### config.mk
export PLATFORM = sky130hd
export DESIGN_NAME = ifsw_top
export DESIGN_NICKNAME = d
export VERILOG_FILES = /design/src/hdl/ifsw_pkg.sv /design/src/hdl/ifsw_top.sv
export SDC_FILE = /design/constraint.sdc
export NUM_CORES = 1
export LEC_CHECK = 0
export BUFFER_PORTS_ARGS = -buffer_cell sky130_fd_sc_hd__buf_4
export CAP_MARGIN = 20
export CORE_MARGIN = 2
export CORE_UTILIZATION = 49
export CTS_CLUSTER_SIZE = 14
export DETAILED_ROUTE_END_ITERATION = 16
export GPL_TIMING_DRIVEN = 0
export PLACE_DENSITY = 0.8
export SLEW_MARGIN = 0
export SYNTH_ARGS = -nofsm -noshare
export SYNTH_HDL_FRONTEND = slang
export SYNTH_SLANG_ARGS = --single-unit
### constraint.sdc
create_clock -name clk -period 3.2 [get_ports clk]
set_clock_uncertainty 0.2 [all_clocks]
set_input_delay 0.8 -clock clk [delete_from_list [all_inputs] [get_ports clk]]
set_output_delay 0.8 -clock clk [all_outputs]
set_load 0.1 [all_outputs]
### src/hdl/ifsw_pkg.sv
/*
  package for the interrupt flag and sleep/wake block: register map,
  bit positions, reset values, sleep states.
  assumes a 32-bit axi4-lite slave with byte addresses = index * 4.
*/
package ifsw_pkg;
  // register indices and byte addresses
  localparam logic [11:0] IFSW_IDX_FLAG0 = 12'h70c;
  localparam logic [11:0] IFSW_IDX_FLAG1 = 12'h70d;
  localparam logic [11:0] IFSW_IDX_FLAG2 = 12'h70e;
  localparam logic [11:0] IFSW_IDX_EN0 = 12'h716;
  localparam logic [11:0] IFSW_IDX_EN1 = 12'h717;
  localparam logic [11:0] IFSW_IDX_EN2 = 12'h718;
  localparam logic [11:0] IFSW_IDX_CTRL = 12'h720;
  localparam logic [11:0] IFSW_IDX_STAT = 12'h721;
  localparam logic [13:0] IFSW_ADDR_FLAG0 = {IFSW_IDX_FLAG0, 2'b00};
  localparam logic [13:0] IFSW_ADDR_FLAG1 = {IFSW_IDX_FLAG1, 2'b00};
  localparam logic [13:0] IFSW_ADDR_FLAG2 = {IFSW_IDX_FLAG2, 2'b00};
  localparam logic [13:0] IFSW_ADDR_EN0 = {IFSW_IDX_EN0, 2'b00};
  localparam logic [13:0] IFSW_ADDR_EN1 = {IFSW_IDX_EN1, 2'b00};
  localparam logic [13:0] IFSW_ADDR_EN2 = {IFSW_IDX_EN2, 2'b00};
  localparam logic [13:0] IFSW_ADDR_CTRL = {IFSW_IDX_CTRL, 2'b00};
  localparam logic [13:0] IFSW_ADDR_STAT = {IFSW_IDX_STAT, 2'b00};
  // bit positions
  localparam int IFSW_B_EXT = 0;
  localparam int IFSW_B_PINCHG = 4;
  localparam int IFSW_B_TMR0 = 5;
  localparam int IFSW_B_CONV = 0;
  localparam int IFSW_B_SSP = 1;
  localparam int IFSW_B_BCOL = 2;
  localparam int IFSW_B_TXRDY = 3;
  localparam int IFSW_B_RXPEND = 4;
  localparam int IFSW_B_TMR1 = 5;
  localparam int IFSW_B_TMR2 = 6;
  localparam int IFSW_B_CCP1 = 7;
  localparam int IFSW_B_GATE = 5;
  localparam int IFSW_B_NVM = 6;
  localparam int IFSW_B_CAPCMP_UNIT_TWO = 7;
  // control register bits
  localparam int IFSW_C_GIE = 0;
  localparam int IFSW_C_PERIPHERAL_IRQ_MASTER_ENABLE = 1;
  // implemented bits per register
  localparam logic [7:0] IFSW_MASK0 = 8'h31;
  localparam logic [7:0] IFSW_MASK1 = 8'hff;
  localparam logic [7:0] IFSW_MASK2 = 8'he0;
  // software-writable flag bits (hardware-only bits excluded)
  localparam logic [7:0] IFSW_WMASK0 = 8'h21;
  localparam logic [7:0] IFSW_WMASK1 = 8'he7;
  localparam logic [7:0] IFSW_WMASK2 = 8'he0;
  localparam logic [7:0] IFSW_RST_BYTE = 8'h00;
  localparam logic [1:0] IFSW_RESP_OKAY = 2'b00;
  localparam logic [1:0] IFSW_RESP_SLVERR = 2'b10;
  typedef enum logic [2:0] {
    IFSW_AWAKE = 3'b001,
    IFSW_ASLEEP = 3'b010,
    IFSW_WAKING = 3'b100
  } ifsw_state_t;
endpackage : ifsw_pkg

### src/hdl/ifsw_top.sv
/*
  interrupt flag registers, enables and sleep/wake control.
  assumes an axi4-lite master, one clock, synchronous active-high reset;
  peripheral events are one-cycle pulses, levels are synchronous.
*/
// The AXI4-Lite slave port is this design's own decision.
`timescale 1ns/10ps
module ifsw_top
  import ifsw_pkg::*;
(
  input wire logic clk, // 200 mhz system clock
  input wire logic sys_rst, // synchronous reset, active high
  input wire logic [13:0] s_axi_awaddr, // write address
  input wire logic s_axi_awvalid, // write address valid
  output logic s_axi_awready, // write address ready
  input wire logic [31:0] s_axi_wdata, // write data
  input wire logic [3:0] s_axi_wstrb, // write strobes
  input wire logic s_axi_wvalid, // write data valid
  output logic s_axi_wready, // write data ready
  output logic [1:0] s_axi_bresp, // write response
  output logic s_axi_bvalid, // write response valid
  input wire logic s_axi_bready, // write response ready
  input wire logic [13:0] s_axi_araddr, // read address
  input wire logic s_axi_arvalid, // read address valid
  output logic s_axi_arready, // read address ready
  output logic [31:0] s_axi_rdata, // read data
  output logic [1:0] s_axi_rresp, // read response
  output logic s_axi_rvalid, // read data valid
  input wire logic s_axi_rready, // read data ready
  input wire logic rx_buf_nonempty, // receive buffer holds a byte
  input wire logic tx_buf_empty, // transmit holding buffer empty
  input wire logic pin_change_any, // or of pin change flags
  input wire logic ev_ext, // external interrupt edge
  input wire logic ev_tmr0, // timer zero overflow
  input wire logic ev_conv, // conversion complete
  input wire logic ev_ssp, // sync serial event
  input wire logic ev_bcol, // bus collision
  input wire logic ev_tmr1, // timer one overflow
  input wire logic ev_tmr2, // timer two match
  input wire logic ev_ccp1, // capcmp one event
  input wire logic ev_capcmp_unit_two, // capcmp two capture/match/trailing
  input wire logic ev_nvm, // nonvolatile op done
  input wire logic ev_gate, // timer one gate went inactive
  input wire logic sleep_exec, // core executes sleep instruction
  input wire logic wdt_timeout, // watchdog time-out
  input wire logic wdt_sleep_en, // watchdog enabled during sleep
  input wire logic conv_rc_clock, // converter clocked by its rc osc
  input wire logic osc_request, // peripheral requests an oscillator
  input wire logic [2:0] osc_force_on, // high/mid/low force-enable bits
  input wire logic [7:0] port_periph_active, // peripheral active per port
  output logic periph_irq, // peripheral interrupt request
  output logic irq_pending, // any enabled request pending
  output logic cpu_clk_en, // cpu and system clock enable
  output logic osc_keep_on, // keep internal oscillators running
  output logic wdt_clear, // watchdog and prescaler clear pulse
  output logic wdt_run, // watchdog counting
  output logic conv_abort, // abort conversion, power converter down
  output logic [7:0] port_hold, // latch port state per port
  output logic wake_resume, // resume at prefetched instruction
  output logic wake_vector, // call service routine after it
  output logic powerdown_status_n, // cleared by sleep entry
  output logic timeout_status_n // set by sleep entry
);

  typedef struct packed {
    logic aw_got;
    logic w_got;
    logic [13:0] awaddr;
    logic [31:0] wdata;
    logic [3:0] wstrb;
    logic bvalid;
    logic [1:0] bresp;
    logic rvalid;
    logic [31:0] rdata;
    logic [1:0] rresp;
    logic awready;
    logic wready;
    logic arready;
    logic [7:0] flag0;
    logic [7:0] flag1;
    logic [7:0] flag2;
    logic [7:0] en0;
    logic [7:0] en1;
    logic [7:0] en2;
    logic global_irq_enable;
    logic peripheral_irq_master_enable;
    ifsw_state_t state;
    logic periph_irq;
    logic irq_pending;
    logic cpu_clk_en;
    logic osc_keep_on;
    logic wdt_clear;
    logic wdt_run;
    logic conv_abort;
    logic [7:0] port_hold;
    logic wake_resume;
    logic wake_vector;
    logic pd_n;
    logic to_n;
  } ifsw_regs_t;

  ifsw_regs_t st_ff;
  ifsw_regs_t nxt_st;

  // merge a written byte into sticky flags; a set event wins over a clear
  function automatic logic [7:0] ifsw_flag_upd(input logic [7:0] cur,
      input logic [7:0] ev, input logic wr, input logic [7:0] wd,
      input logic [7:0] wmask);
    logic [7:0] v;
    v = cur;
    if (wr) begin
      v = (cur & ~wmask) | (wd & wmask);
    end
    ifsw_flag_upd = v | ev;
  endfunction : ifsw_flag_upd

  logic [7:0] ev0;
  logic [7:0] ev1;
  logic [7:0] ev2;
  logic [7:0] live0;
  logic [7:0] live1;
  logic [7:0] live2;
  logic periph_req;
  logic wake_req;
  logic wr_go;
  logic rd_go;
  logic wr_lane;

  // event vectors and live flag views
  always_comb begin
    ev0 = 8'h00;
    ev1 = 8'h00;
    ev2 = 8'h00;
    ev0[IFSW_B_EXT] = ev_ext;
    ev0[IFSW_B_TMR0] = ev_tmr0;
    ev1[IFSW_B_BCOL] = ev_bcol;
    ev1[IFSW_B_SSP] = ev_ssp;
    ev1[IFSW_B_CONV] = ev_conv;
    ev1[IFSW_B_TMR1] = ev_tmr1;
    ev1[IFSW_B_TMR2] = ev_tmr2;
    ev1[IFSW_B_CCP1] = ev_ccp1;
    ev2[IFSW_B_CAPCMP_UNIT_TWO] = ev_capcmp_unit_two;
    ev2[IFSW_B_NVM] = ev_nvm;
    ev2[IFSW_B_GATE] = ev_gate;
    live0 = st_ff.flag0;
    live1 = st_ff.flag1;
    live2 = st_ff.flag2;
  end

  // request when a flag meets its enable
  // peripheral registers gated by master enable
  assign periph_req = (st_ff.peripheral_irq_master_enable &&
      (|(live1 & st_ff.en1) || |(live2 & st_ff.en2)));
  assign wake_req = |(live0 & st_ff.en0) || periph_req;

  assign wr_go = st_ff.aw_got && st_ff.w_got && !st_ff.bvalid;
  assign rd_go = s_axi_arvalid && !st_ff.rvalid;
  assign wr_lane = st_ff.wstrb[0];

  // next-state logic: bus, flags, sleep control
  always_comb begin
    nxt_st = st_ff;
    nxt_st.wdt_clear = 1'b0;
    nxt_st.conv_abort = 1'b0;
    nxt_st.wake_resume = 1'b0;
    nxt_st.wake_vector = 1'b0;
    // write address and data captured independently
    if (s_axi_awvalid && !st_ff.aw_got) begin
      nxt_st.aw_got = 1'b1;
      nxt_st.awaddr = s_axi_awaddr;
    end
    if (s_axi_wvalid && !st_ff.w_got) begin
      nxt_st.w_got = 1'b1;
      nxt_st.wdata = s_axi_wdata;
      nxt_st.wstrb = s_axi_wstrb;
    end
    if (st_ff.bvalid && s_axi_bready) begin
      nxt_st.bvalid = 1'b0;
    end
    if (st_ff.rvalid && s_axi_rready) begin
      nxt_st.rvalid = 1'b0;
    end
    // events set flags whatever the enables
    nxt_st.flag0 = ifsw_flag_upd(st_ff.flag0, ev0, 1'b0, 8'h00, 8'h00);
    nxt_st.flag1 = ifsw_flag_upd(st_ff.flag1, ev1, 1'b0, 8'h00, 8'h00);
    nxt_st.flag2 = ifsw_flag_upd(st_ff.flag2, ev2, 1'b0, 8'h00, 8'h00);
    if (wr_go) begin
      nxt_st.aw_got = 1'b0;
      nxt_st.w_got = 1'b0;
      nxt_st.bvalid = 1'b1;
      nxt_st.bresp = IFSW_RESP_OKAY;
      if (st_ff.awaddr == IFSW_ADDR_FLAG0) begin
        nxt_st.flag0 = ifsw_flag_upd(st_ff.flag0, ev0, wr_lane,
            st_ff.wdata[7:0], IFSW_WMASK0);
      end else if (st_ff.awaddr == IFSW_ADDR_FLAG1) begin
        // rx and tx bits excluded from writes
        nxt_st.flag1 = ifsw_flag_upd(st_ff.flag1, ev1, wr_lane,
            st_ff.wdata[7:0], IFSW_WMASK1);
      end else if (st_ff.awaddr == IFSW_ADDR_FLAG2) begin
        nxt_st.flag2 = ifsw_flag_upd(st_ff.flag2, ev2, wr_lane,
            st_ff.wdata[7:0], IFSW_WMASK2);
      end else if (st_ff.awaddr == IFSW_ADDR_EN0) begin
        if (wr_lane) nxt_st.en0 = st_ff.wdata[7:0] & IFSW_MASK0;
      end else if (st_ff.awaddr == IFSW_ADDR_EN1) begin
        if (wr_lane) nxt_st.en1 = st_ff.wdata[7:0] & IFSW_MASK1;
      end else if (st_ff.awaddr == IFSW_ADDR_EN2) begin
        if (wr_lane) nxt_st.en2 = st_ff.wdata[7:0] & IFSW_MASK2;
      end else if (st_ff.awaddr == IFSW_ADDR_CTRL) begin
        if (wr_lane) begin
          nxt_st.global_irq_enable = st_ff.wdata[IFSW_C_GIE];
          nxt_st.peripheral_irq_master_enable = st_ff.wdata[IFSW_C_PERIPHERAL_IRQ_MASTER_ENABLE];
        end
      end else if (st_ff.awaddr != IFSW_ADDR_STAT) begin
        nxt_st.bresp = IFSW_RESP_SLVERR;
      end
    end
    nxt_st.flag1[IFSW_B_RXPEND] = rx_buf_nonempty;
    // tx ready mirrors empty holding buffer
    nxt_st.flag1[IFSW_B_TXRDY] = tx_buf_empty;
    nxt_st.flag0[IFSW_B_PINCHG] = pin_change_any;
    // read decode
    if (rd_go) begin
      nxt_st.rvalid = 1'b1;
      nxt_st.rresp = IFSW_RESP_OKAY;
      nxt_st.rdata = 32'h0000_0000;
      if (s_axi_araddr == IFSW_ADDR_FLAG0) begin
        nxt_st.rdata[7:0] = st_ff.flag0;
      end else if (s_axi_araddr == IFSW_ADDR_FLAG1) begin
        nxt_st.rdata[7:0] = st_ff.flag1;
      end else if (s_axi_araddr == IFSW_ADDR_FLAG2) begin
        nxt_st.rdata[7:0] = st_ff.flag2;
      end else if (s_axi_araddr == IFSW_ADDR_EN0) begin
        nxt_st.rdata[7:0] = st_ff.en0;
      end else if (s_axi_araddr == IFSW_ADDR_EN1) begin
        nxt_st.rdata[7:0] = st_ff.en1;
      end else if (s_axi_araddr == IFSW_ADDR_EN2) begin
        nxt_st.rdata[7:0] = st_ff.en2;
      end else if (s_axi_araddr == IFSW_ADDR_CTRL) begin
        nxt_st.rdata[IFSW_C_GIE] = st_ff.global_irq_enable;
        nxt_st.rdata[IFSW_C_PERIPHERAL_IRQ_MASTER_ENABLE] = st_ff.peripheral_irq_master_enable;
      end else if (s_axi_araddr == IFSW_ADDR_STAT) begin
        nxt_st.rdata[2:0] = {st_ff.state == IFSW_ASLEEP, st_ff.to_n,
            st_ff.pd_n};
      end else begin
        nxt_st.rresp = IFSW_RESP_SLVERR;
      end
    end
    // ready outputs registered from the next capture state
    nxt_st.awready = !nxt_st.aw_got;
    nxt_st.wready = !nxt_st.w_got;
    nxt_st.arready = !nxt_st.rvalid;
    nxt_st.periph_irq = periph_req;
    nxt_st.irq_pending = wake_req;
    // sleep state machine
    case (st_ff.state)
      IFSW_AWAKE: begin
        if (sleep_exec) begin
          if (wake_req && !st_ff.global_irq_enable) begin
            nxt_st.state = IFSW_AWAKE;
          end else begin
            nxt_st.state = IFSW_ASLEEP;
            nxt_st.pd_n = 1'b0;
            nxt_st.to_n = 1'b1;
            nxt_st.cpu_clk_en = 1'b0;
            nxt_st.wdt_clear = 1'b1;
            nxt_st.wdt_run = wdt_sleep_en;
            nxt_st.conv_abort = !conv_rc_clock;
            nxt_st.port_hold = ~port_periph_active;
          end
        end
      end
      IFSW_ASLEEP: begin
        nxt_st.osc_keep_on = osc_request || |osc_force_on;
        nxt_st.port_hold = ~port_periph_active;
        if (wake_req || wdt_timeout) begin
          nxt_st.state = IFSW_WAKING;
          nxt_st.wdt_clear = 1'b1;
          if (wdt_timeout && !wake_req) begin
            nxt_st.to_n = 1'b0;
          end
        end
      end
      IFSW_WAKING: begin
        nxt_st.state = IFSW_AWAKE;
        nxt_st.cpu_clk_en = 1'b1;
        nxt_st.osc_keep_on = 1'b0;
        nxt_st.port_hold = 8'h00;
        nxt_st.wdt_run = 1'b1;
        nxt_st.wake_resume = 1'b1;
        nxt_st.wake_vector = st_ff.global_irq_enable;
      end
      default: begin
        nxt_st.state = IFSW_AWAKE;
      end
    endcase
  end

  // state register
  always_ff @(posedge clk) begin
    if (sys_rst) begin
      st_ff <= '0;
      st_ff.state <= IFSW_AWAKE;
      st_ff.awready <= 1'b1;
      st_ff.wready <= 1'b1;
      st_ff.arready <= 1'b1;
      st_ff.cpu_clk_en <= 1'b1;
      st_ff.wdt_run <= 1'b1;
      st_ff.pd_n <= 1'b1;
      st_ff.to_n <= 1'b1;
    end else begin
      st_ff <= nxt_st;
    end
  end

  assign s_axi_awready = st_ff.awready;
  assign s_axi_wready = st_ff.wready;
  assign s_axi_bvalid = st_ff.bvalid;
  assign s_axi_bresp = st_ff.bresp;
  assign s_axi_arready = st_ff.arready;
  assign s_axi_rvalid = st_ff.rvalid;
  assign s_axi_rdata = st_ff.rdata;
  assign s_axi_rresp = st_ff.rresp;
  assign periph_irq = st_ff.periph_irq;
  assign irq_pending = st_ff.irq_pending;
  assign cpu_clk_en = st_ff.cpu_clk_en;
  assign osc_keep_on = st_ff.osc_keep_on;
  assign wdt_clear = st_ff.wdt_clear;
  assign wdt_run = st_ff.wdt_run;
  assign conv_abort = st_ff.conv_abort;
  assign port_hold = st_ff.port_hold;
  assign wake_resume = st_ff.wake_resume;
  assign wake_vector = st_ff.wake_vector;
  assign powerdown_status_n = st_ff.pd_n;
  assign timeout_status_n = st_ff.to_n;
endmodule : ifsw_top

Yosys cells after proc, flatten, opt, wreduce, memory -nomap -nowiden
Index checks and enable logic that the tools add are counted.
{"block": "totals", "reg_bits": 104, "in_bits": 101, "out_inout_bits": 60, "wordCells": 207}
{"block": "op_classes", "eq_ne": 23, "n_mux": 83, "bitwise": 23, "reduce_logical": 44}
{"op": "$eq A14 B13 Y1 const B", "count": 15}
{"op": "$mux W8", "count": 25}
{"op": "$mux W50", "count": 1}
{"op": "$mux W2", "count": 23}
{"op": "$mux W42", "count": 1}
{"op": "$mux W35", "count": 1}
{"op": "$mux W34", "count": 1}
{"op": "$or A8 B8 Y8", "count": 4}
{"op": "$mux W26", "count": 1}
{"op": "$or A8 B6 Y8", "count": 3}
{"op": "$pmux W8 S3", "count": 1}
{"op": "$reduce_or A8 Y1", "count": 3}
{"op": "$mux W11", "count": 2}
{"op": "$mux W18", "count": 1}
{"op": "$and A8 B8 Y8", "count": 2}
{"op": "$or A5 B8 Y8", "count": 2}
{"op": "$mux W3", "count": 5}
{"op": "$ne A14 B13 Y1 const B", "count": 1}
{"op": "$mux W1", "count": 12}
{"op": "$logic_and A1 B1 Y1", "count": 10}
{"op": "$logic_not A1 Y1", "count": 10}
{"op": "$mux W10", "count": 1}
{"op": "$not A1 Y1", "count": 10}
{"op": "$pmux W1 S2", "count": 5}
{"op": "other kinds (23)", "count": 33}

Longest topological paths before layout
Gate-level depths: netlist of run 1.
{"block": "depth", "depth_word": 11, "ltp_mapped": 7, "depth_no_buf": 5}

Worst setup path after synthesis of run 1
OpenSTA, ideal clock, no wires.
{"block": "synth_timing", "path_kind": "register to register", "startpoint": "register st_ff, in the netlist s_axi_bvalid", "endpoint": "register st_ff, in the netlist live0[0]", "setup_ps": 132, "t_arrival_ps": 2167, "t_required_ps": 2868, "setup_slack_ps": 700, "path_stages_with_launch": 6, "path_buffers": 0, "synth_period_minus_slack_ps": 2500, "cell_sequence": "dfxtp_1 nand3b_1 or3_4 or3_2 mux2i_1 a21oi_1"}
{"block": "synth_between", "elab_chain_cells": 3}
{"element": "start: declaration", "line_no": "ifsw_top.sv:102", "source": "ifsw_regs_t st_ff;"}
{"element": "start signal: assignment", "line_no": "ifsw_top.sv:311", "source": "st_ff <= nxt_st;"}
{"element": "$logic_not A1 Y1", "line_no": "ifsw_top.sv:156", "source": "assign wr_go = st_ff.aw_got && st_ff.w_got && !st_ff.bvalid;"}
{"element": "$logic_and A1 B1 Y1", "line_no": "ifsw_top.sv:156"}
{"element": "$mux W50", "line_no": "ifsw_top.sv:187", "source": "if (wr_go) begin"}
Every way passes these cells.
A chain may end at the register's enable or synchronous reset.

Final worst setup path of run 1
{"block": "layout_timing", "startpoint": "register st_ff[162] (netlist name)", "endpoint": "register st_ff[34] (netlist name)"}
{"block": "layout_between", "elab_chain_cells": 3, "elab_cells_between_ends": 10, "classes_between": "eq/ne (5); bitwise (4); reduce/logical (1)"}
{"element": "$eq A14 B13 Y1, on equally long branches"}
{"element": "$not A1 Y1 (no source line)"}
{"element": "$reduce_and A7 Y1 (no source line) (*)"}
Every way passes the cells marked *; elsewhere a longest branch is shown, timed or not.

==> results.md, run 1 <==
Status:
- The flow ran to the end, and the final reports show no timing, DRC or antenna violations.

Routing:
- In the final routed layout, each cell accounts on average for 14.7 um.
- The initial detailed-routing violation count is 140.
- Once detail routing completed, the nets flagged for antenna violations numbered 0.
- After detailed routing, the number of remaining DRC violations is 0.
- Dividing the detail-routed via count by the number of cells gives 5.19.
- Summed over all layers, the routed wires come to around 11000 um.
- The total via count in the routed design is roughly 3900.
- The first detailed-routing pass took 5 iterations.

Clocking:
- The clock slew at the register clock pins of the worst setup and hold paths is 0.09 ns.
- In this run the number of H-tree levels came out at 3.
- In this run the clock root is driven by a clkbuf_8.
- The number of hold buffers added after CTS was 0.
- The buffer count from post-CTS setup fixing is 0.
- The clock passes through at most 2 buffers.
- TritonCTS created 9 clock buffers.
- TritonCTS built the clock tree.
- The later pin in the worst-skew pair is clocked with a latency of 0.36 ns.
- The post-cts gate resize count is 0.
- CTS saw 92 sinks.

Logic synthesis:
- The share of synthesized registers carrying an async set or reset is 0.
- Dividing the synthesized area by the synthesized cell count gives between 8 and 9 um^2.
- The area of the mapped netlist is 4310 um^2.
- The count of distinct cell types in the synthesized netlist is 54.
- Of the synthesized area, sequential elements account for 0.427.
- The number of flops mapped to enable cells by yosys is 0.
- The primary flip-flop cell chosen by synthesis mapping is dfxtp_1.
- For this run, the number of Yosys warnings is 0.
- Synthesis inferred 92 register bits.
- The number of cells produced by synthesis is 500.

Power and ir drop:
- The design draws 2.69 mW.
- In this run the static leakage power is roughly 2.5 nW.
- The power density normalized to cell area is 487 nW/um^2.
- Across the VDD grid, the largest voltage drop is 260 uV.

Die:
- The floorplan step set the die height to 97.8 um.
- During I/O placement, the number of pins put on the boundary was 161.
- The total die area is between 9000 and 10000 um^2.
- The effective utilization at floorplan is 0.499.
- The initialized floorplan defines 34 standard-cell rows.
- From left edge to right edge, the die measures 97.8 um.
- The standard cell core area is 8640 um^2.

Layout:
- The area of all sequential standard cells is 1840 um^2.
- The net count of the finished layout is around 740.
- In the final layout, the multi-input gates occupy 2070 um^2.
- After routing the design area is approximately 5500 um^2.
- The repair_antennas step left the layout with diodes totalling 0.
- The area growth from synthesis to layout is 28.2%.
- The proportion of layout cells with a drive suffix above 1 is 0.283.
- The post-layout instance count excluding filler cells is 754.
- The total of fill cells in the finished design is 762.
- The most frequent standard cell in the layout excluding fill and tap cells is buf_4.
- The top cell types in the final layout, fill and taps aside, are buf_4 (149), dfxtp_1 (92), nand2_1 (66).

GRT:
- The total routing usage reported by global routing is 0.233.
- The met1 track demand over resource in global routing is 0.307.
- The global-route met2 utilization is 0.385.
- Global routing finished with a remaining overflow of 0.
- The number of antenna violations at the first check in global routing came to 0.
- The via count of the first global-routing pass is 3718.
- The wire length of the first global-routing pass is 18200 um.
- In the global route stage, met3 resource usage came out at 0.0523.
- Entering global routing, the biggest net connects 16 pins.
- The busiest layer in global routing is met2.

Placed design:
- Timing analysis after detailed placement gives a worst setup slack of between 0.5 and 0.6 ns.
- The count of input and output buffers is 104.
- The final estimated routing congestion in global placement is 0.864.
- Detailed placement finished with a half-perimeter wire length of 8530 um.
- Including well taps, the total number of placed cells is 737.
- In this run the cell area measured after placement is 5320 um^2.

Timing:
- The count of final max-slew check failures is 0.
- Headroom to the max-slew limit came out at 0.569.
- The final count of negative-setup-slack endpoints is 0.
- The post-route clock period utilization is 0.782.
- Setup repair after global routing left no endpoint under its margin.
- The final count of hold timing violations is 0.
- After routing, the total negative slack on setup checks comes to 0 ns.
- The clock period could shrink to 2.50 ns.
- The transition at the pin with the smallest max-transition slack is 0.647 ns.
- After layout, the worst setup slack is approximately 0.7 ns.
- The maximum clock frequency is between 300 and 400 MHz.

Critical path:
- The worst setup path is captured at a flip-flop.
- The startpoint class of the critical path is a flip-flop.
- The required time of the critical path is 3.23 ns.
- Of all nets on the critical path, the largest fanout is 8.
- STA puts the critical path data arrival time at 2.54 ns.
- The setup path with the least slack is of type reg -> reg.

Job:
- Max-cap violations in this run came to 0.

Worst hold path:
- The worst hold path belongs to the class reg -> reg.
## state kept, by name, summed over array words and instances (netlist names), 3 cells and up
signal,cells
st_ff,44
port_hold,8
live1,8
live0,3
s_axi_rdata,8
live2,3
## routing by layer
layer,up-vias,wire length [um]
met5,-,0
met4,0,155
met3,15,767
met2,165,5230
met1,1779,4930
li1,1952,-
## synth_stat cells, types with 2 or more instances
cell type / n / share of area
dfxtp_1: 92 / 0.43
nand2_1: 66 / 0.057
a21oi_1: 46 / 0.053
buf_4: 44 / 0.077
mux2i_1: 39 / 0.091
nor2_1: 39 / 0.034
clkbuf_1: 20 / 0.017
inv_1: 19 / 0.017
nor2b_1: 11 / 0.016
nand3_1: 9 / 0.010
or2_2: 9 / 0.013
nor3_1: 8 / 0.0093
o21ai_0: 8 / 0.0093
nand2b_1: 7 / 0.010
nand4_1: 7 / 0.010
a22oi_1: 6 / 0.010
nand4b_1: 6 / 0.012
nand3b_1: 5 / 0.0087
a32o_1: 4 / 0.0093
a21o_1: 3 / 0.0052
a32oi_1: 3 / 0.0061
nor4_1: 3 / 0.0044
o211ai_1: 3 / 0.0052
or3b_2: 3 / 0.0061
or4_1: 3 / 0.0052
a211o_1: 2 / 0.0041
a221oi_1: 2 / 0.0041
a222oi_1: 2 / 0.0046
and2_1: 2 / 0.0029
and3b_1: 2 / 0.0041
nor3b_1: 2 / 0.0035
o22ai_1: 2 / 0.0029
o41ai_1: 2 / 0.0041
## critical path, cell delays in order (launching register included)
cell     delay (ns)
dfxtp_1        0.34
or4_1          0.55
nor3_1         0.32
nand4_1        0.57
mux2i_1        0.33
nor2_1         0.06
## cells by family after synthesis
kind of cell,count (synthesis),synth area share
AO/OA/AOI/OAI,93,0.139
AND/OR/NAND/NOR,189,0.226
other,1,0.000870
buffers and inverters,85,0.114
multiplexers,40,0.0932
flip-flops,92,0.427
## through the flow
stage,hold WS (ns),utilization
3_5_place_dp,0.253,0.616
2_1_floorplan,0.236,-
3_3_place_gp,0.245,0.616
6_report,0.265,0.640
4_1_cts,0.264,0.639
5_1_grt,0.288,0.640
## worst paths after layout
kind | startpoint | end | slack (ns) | cells past startpoint
worst min register to register | port_hold[2] | port_hold[2] | 0.26 | 2
worst min-delay path | port_hold[2] | port_hold[2] | 0.26 | 2
worst max-delay path | st_ff[162] | st_ff[34] | 0.70 | 5
worst max register to register | st_ff[162] | st_ff[34] | 0.70 | 5
## report_power, final
| part | leakage, nW | internal, mW | switching, mW | total [mW] |
|---|---|---|---|---|
| logic | 1.69 | 0.192 | 0.448 | 0.640 |
| clock network | 0.0959 | 0.384 | 0.417 | 0.802 |
| registers | 0.755 | 1.20 | 0.0477 | 1.25 |
## layout make-up
type                    count  share of cell area
repair buffers            105               0.143
multi-input cells         348               0.375
flip-flops and latches     92               0.333
inverters                  19              0.0129
clock buffers              11              0.0256
clock inverters             5              0.0106
well taps                 108              0.0244
plain buffers              66              0.0758
Note: power is estimated with default switching activity, not from simulation.
==> inputs of run 2 (changes only) <==
--- a/config.mk
+++ b/config.mk
@@ -8,11 +8,11 @@
 export BUFFER_PORTS_ARGS = -buffer_cell sky130_fd_sc_hd__buf_4
 export CAP_MARGIN = 20
 export CORE_MARGIN = 2
-export CORE_UTILIZATION = 49
+export CORE_UTILIZATION = 45
 export CTS_CLUSTER_SIZE = 14
 export DETAILED_ROUTE_END_ITERATION = 16
 export GPL_TIMING_DRIVEN = 0
-export PLACE_DENSITY = 0.8
+export PLACE_DENSITY = 0.77
 export SLEW_MARGIN = 0
 export SYNTH_ARGS = -nofsm -noshare
 export SYNTH_HDL_FRONTEND = slang
==> constraint.sdc (replaced) <==
create_clock -name clk -period 2.2 [get_ports clk]
set_clock_uncertainty 0.2 [all_clocks]
set_input_delay 0.55 -clock clk [delete_from_list [all_inputs] [get_ports clk]]
set_output_delay 0.55 -clock clk [all_outputs]
set_load 0.1 [all_outputs]
==> run 2 against run 1 <==
Against the previous run: sequential power grew 46%; maximum frequency increased by 9.7%; total power is 52% higher; register-to-register slack got worse by 0.78 ns; final cell count rose by 3.6%; die area grew 8.5%; the flow now finishes with violations (setup timing); via count increased by 2.4%; clock-buffer cell count is 2 lower; routed wire length up 0.81%; utilization shrank 2.6 points; clock power rose by 65%; non-clock buffer count grew 6.
==> results.md, run 2 (same netlist as run 1, synthesis figures left out) <==
Status:
- The run finished, with violations left.
- The final reports fail on setup timing.

Routing:
- The number of iterations in the first detailed-routing pass is 4 (-1).
- The post-detailed-route DRC marker count was 0 (unchanged).
- The residual antenna-violating net count after detailed routing was 0 (unchanged).
- The via density per instance came to 5.13 (-1.2%).
- The total via count in the routed design came to 4003 (+2.4%).
- The total wire length after detailed routing is 11200 um (+0.81%).
- The routed length per instance is 14.3 um (-2.7%).
- The initial detailed-routing violation count is 170 (+21%).

Die:
- The effective utilization at floorplan is 0.464 (-0.0348).
- The width of the chip is 102 um (+4.2%).
- The total die area is 10400 um^2 (+8.5%).
- The site row count was 35 (+2.9%).
- The y dimension of the die came to 102 um (+4.2%).
- The standard cell core area is 9280 um^2 (+7.5%).
- The I/O pin count is 161 (unchanged).

Layout:
- The utilization of the core after routing came to 0.614 (-0.0265).
- Relative to the synthesized area, the layout overhead comes to 32.2%.
- The layout net count is 748 (+0.81%).
- The most frequent standard cell in the layout excluding fill and tap cells is buf_4.
- The post-layout instance count excluding filler cells was 781 (+3.6%).
- The proportion of layout cells with a drive suffix above 1 is 0.308 (+0.0250).
- The total inserted antenna cells is 0 (unchanged).
- The register with the most flip-flops in the final layout is st_ff.
- The number of flip-flops in the largest register is 44 (unchanged).
- In the layout the commonest cells are buf_4 (155), dfxtp_1 (87), nand2_1 (65).

Clocking:
- The maximum number of buffers from clock root to sink was 2 (unchanged).
- The TritonCTS buffer count came to 9 (unchanged).
- The CTS root buffer is clkbuf_8.
- The hold buffer count at CTS is 0 (unchanged).
- The clock latency reported for the late side of the worst-skew pair was 0.37 ns (about the same).
- The number of clock sinks seen by CTS is 92 (unchanged).
- The clock slew at the register clock pins of the worst setup and hold paths was 0.10 ns (about the same).
- The CTS tree is built.
- The number of H-tree levels is 3 (unchanged).

Power and ir drop:
- The worst ir drop on vdd is 357 uV (+37%).
- The internal power summed over all cells was 2.70 mW (+52%).
- The sequential cell fraction of total power is 0.447 (-0.017).
- The switching power as a share of total power is 0.339 (-0.000553).
- The leakage power is 2.62 nW (+3.0%).
- The clock power share is 0.324 (+0.026).
- The power density normalized to cell area was 717 nW/um^2 (+47%).
- The switching power total is 1.38 mW (+51%).
- The combinational power share is 0.229 (-0.009).

Critical path:
- The setup path with the least slack is of type reg -> reg.
- The largest fanout of any net on the critical path is 4 (-4).
- The endpoint of the most critical setup path is live2[7].
- The startpoint class of the critical path is a flip-flop.
- The element type at the critical path end is a flip-flop.
- The startpoint of the most critical setup path is st_ff[157].
- The arrival time at the worst endpoint was 2.33 ns (-0.21 ns).
- The endpoint identified for the worst register-to-register timing path is live2[7].
- The number of cells on the worst reg-to-reg path is 6 (+1).
- The required time of the critical path came to 2.25 ns (-0.98 ns).
- The flop-to-flop setup slack is -0.08 ns (-0.78 ns).
- The startpoint of the worst register-to-register path is st_ff[157].

Timing:
- The smallest setup slack after layout came to -0.0818 ns (-0.779 ns).
- The final count of negative-setup-slack endpoints is 11 (+11).
- The worst hold slack was 0.133 ns (-0.131 ns).
- The count of final max-slew check failures was 0 (unchanged).
- The post-route clock period utilization is 1.04 (+0.255).
- The aggregate negative setup slack is -0.564 ns (-0.564 ns).
- The transition at the pin with the smallest max-transition slack is 0.759 ns (+0.113 ns).
- The maximum clock frequency was 438 MHz (+9.7%).
- The worst slew margin relative to its limit is 0.493 (-0.0762).
- The final critical delay including setup and external delays is 2.28 ns (-0.221 ns).
- The final count of hold timing violations is 0 (unchanged).
- Setup repair after global routing could not meet its margin everywhere.

Placed design:
- The pre-CTS worst setup slack was -0.238 ns (-0.748 ns).
- The final HPWL from detailed placement came to 8540 um (+0.11%).
- The count of input and output buffers is 104 (unchanged).
- The final estimated routing congestion in global placement is 0.914 (+5.8%).
- The number of placed instances with taps included is 758 (+2.8%).

GRT:
- The via count of the first global-routing pass was 3722 (+0.11%).
- The total routing usage reported by global routing is 0.217 (-0.0165).
- The maximum number of pins on one net before global-route repair is 19 (+3).
- The number of antenna violations at the first check in global routing is 0 (unchanged).
- The total global routing overflow is 0 (unchanged).
- The wire length of the first global-routing pass is 17800 um (-2.0%).

Worst hold path:
- The worst hold path stage count is 2 (unchanged).
- The min-delay analysis places its worst path in the category in -> reg.

Job:
- The count of max-cap constraint violations is 0 (unchanged).
run 2: cell count changes in the layout (fill, tap and decap cells not counted), moves of 2 or more:
cell,change
dfxtp_1,-5
dfxtp_2,+4
inv_8,+2
buf_4,+6
run 2: layer usage:
metal / GRT usage / share of wire / vias up
li1: - / - / 1967
met1: 0.293 / 0.46 / 1875
met2: 0.352 / 0.47 / 148
met3: 0.0424 / 0.063 / 13
met4: 0.0677 / 0.013 / 0
met5: 0 / 0 / -
run 2: final cells by class:
type	count	area, um^2
Timing Repair Buffer	112	845
Fill cell	828	3590
Multi-Input combinational cell	348	2120
Tap cell	129	161
Inverter	19	71.3
Clock inverter	7	115
Sequential cell	92	1850
Buffer	65	409
Clock buffer	9	124
run 2: worst max-delay path, cell delays in order (launching register included):
cell,delay (ns)
dfxtp_2,0.34
or4_4,0.52
or3_4,0.42
buf_4,0.16
nor3_4,0.23
mux2i_1,0.23
a21oi_1,0.08
run 2: how the worst min path moves through the flow:
stage	from	endpoint	slack [ns]
finish	conv_rc_clock	conv_abort	0.13
global route	conv_rc_clock	conv_abort	0.12
global placement	port_hold[4]	port_hold[4]	0.25
CTS	conv_rc_clock	conv_abort	0.13
floorplan	st_ff[120]	st_ff[120]	0.24
detailed placement	cpu_clk_en	cpu_clk_en	0.25
run 2: power by group through the flow:
stage | Combinational (mW) | Sequential (mW) | Clock, mW
global placement | 0.914 | 1.85 | 0
detailed placement | 0.925 | 1.86 | 0
floorplan | 0.598 | 1.95 | 0
CTS | 0.927 | 1.82 | 1.33
global route | 0.990 | 1.83 | 1.41
finish | 0.935 | 1.82 | 1.32
run 2: timing repair:
action	CTS	global route
pin swaps	9	9
gates resized for setup	7	9
endpoints found under the setup margin	33	40
setup buffers	5	3
run 2: stage by stage:
stage	instance area, um^2	total power [mW]
3_5_place_dp	5350	2.78
4_1_cts	5640	4.08
5_1_grt	5700	4.23
3_3_place_gp	5350	2.76
2_1_floorplan	4410	2.54
6_report	5700	4.08
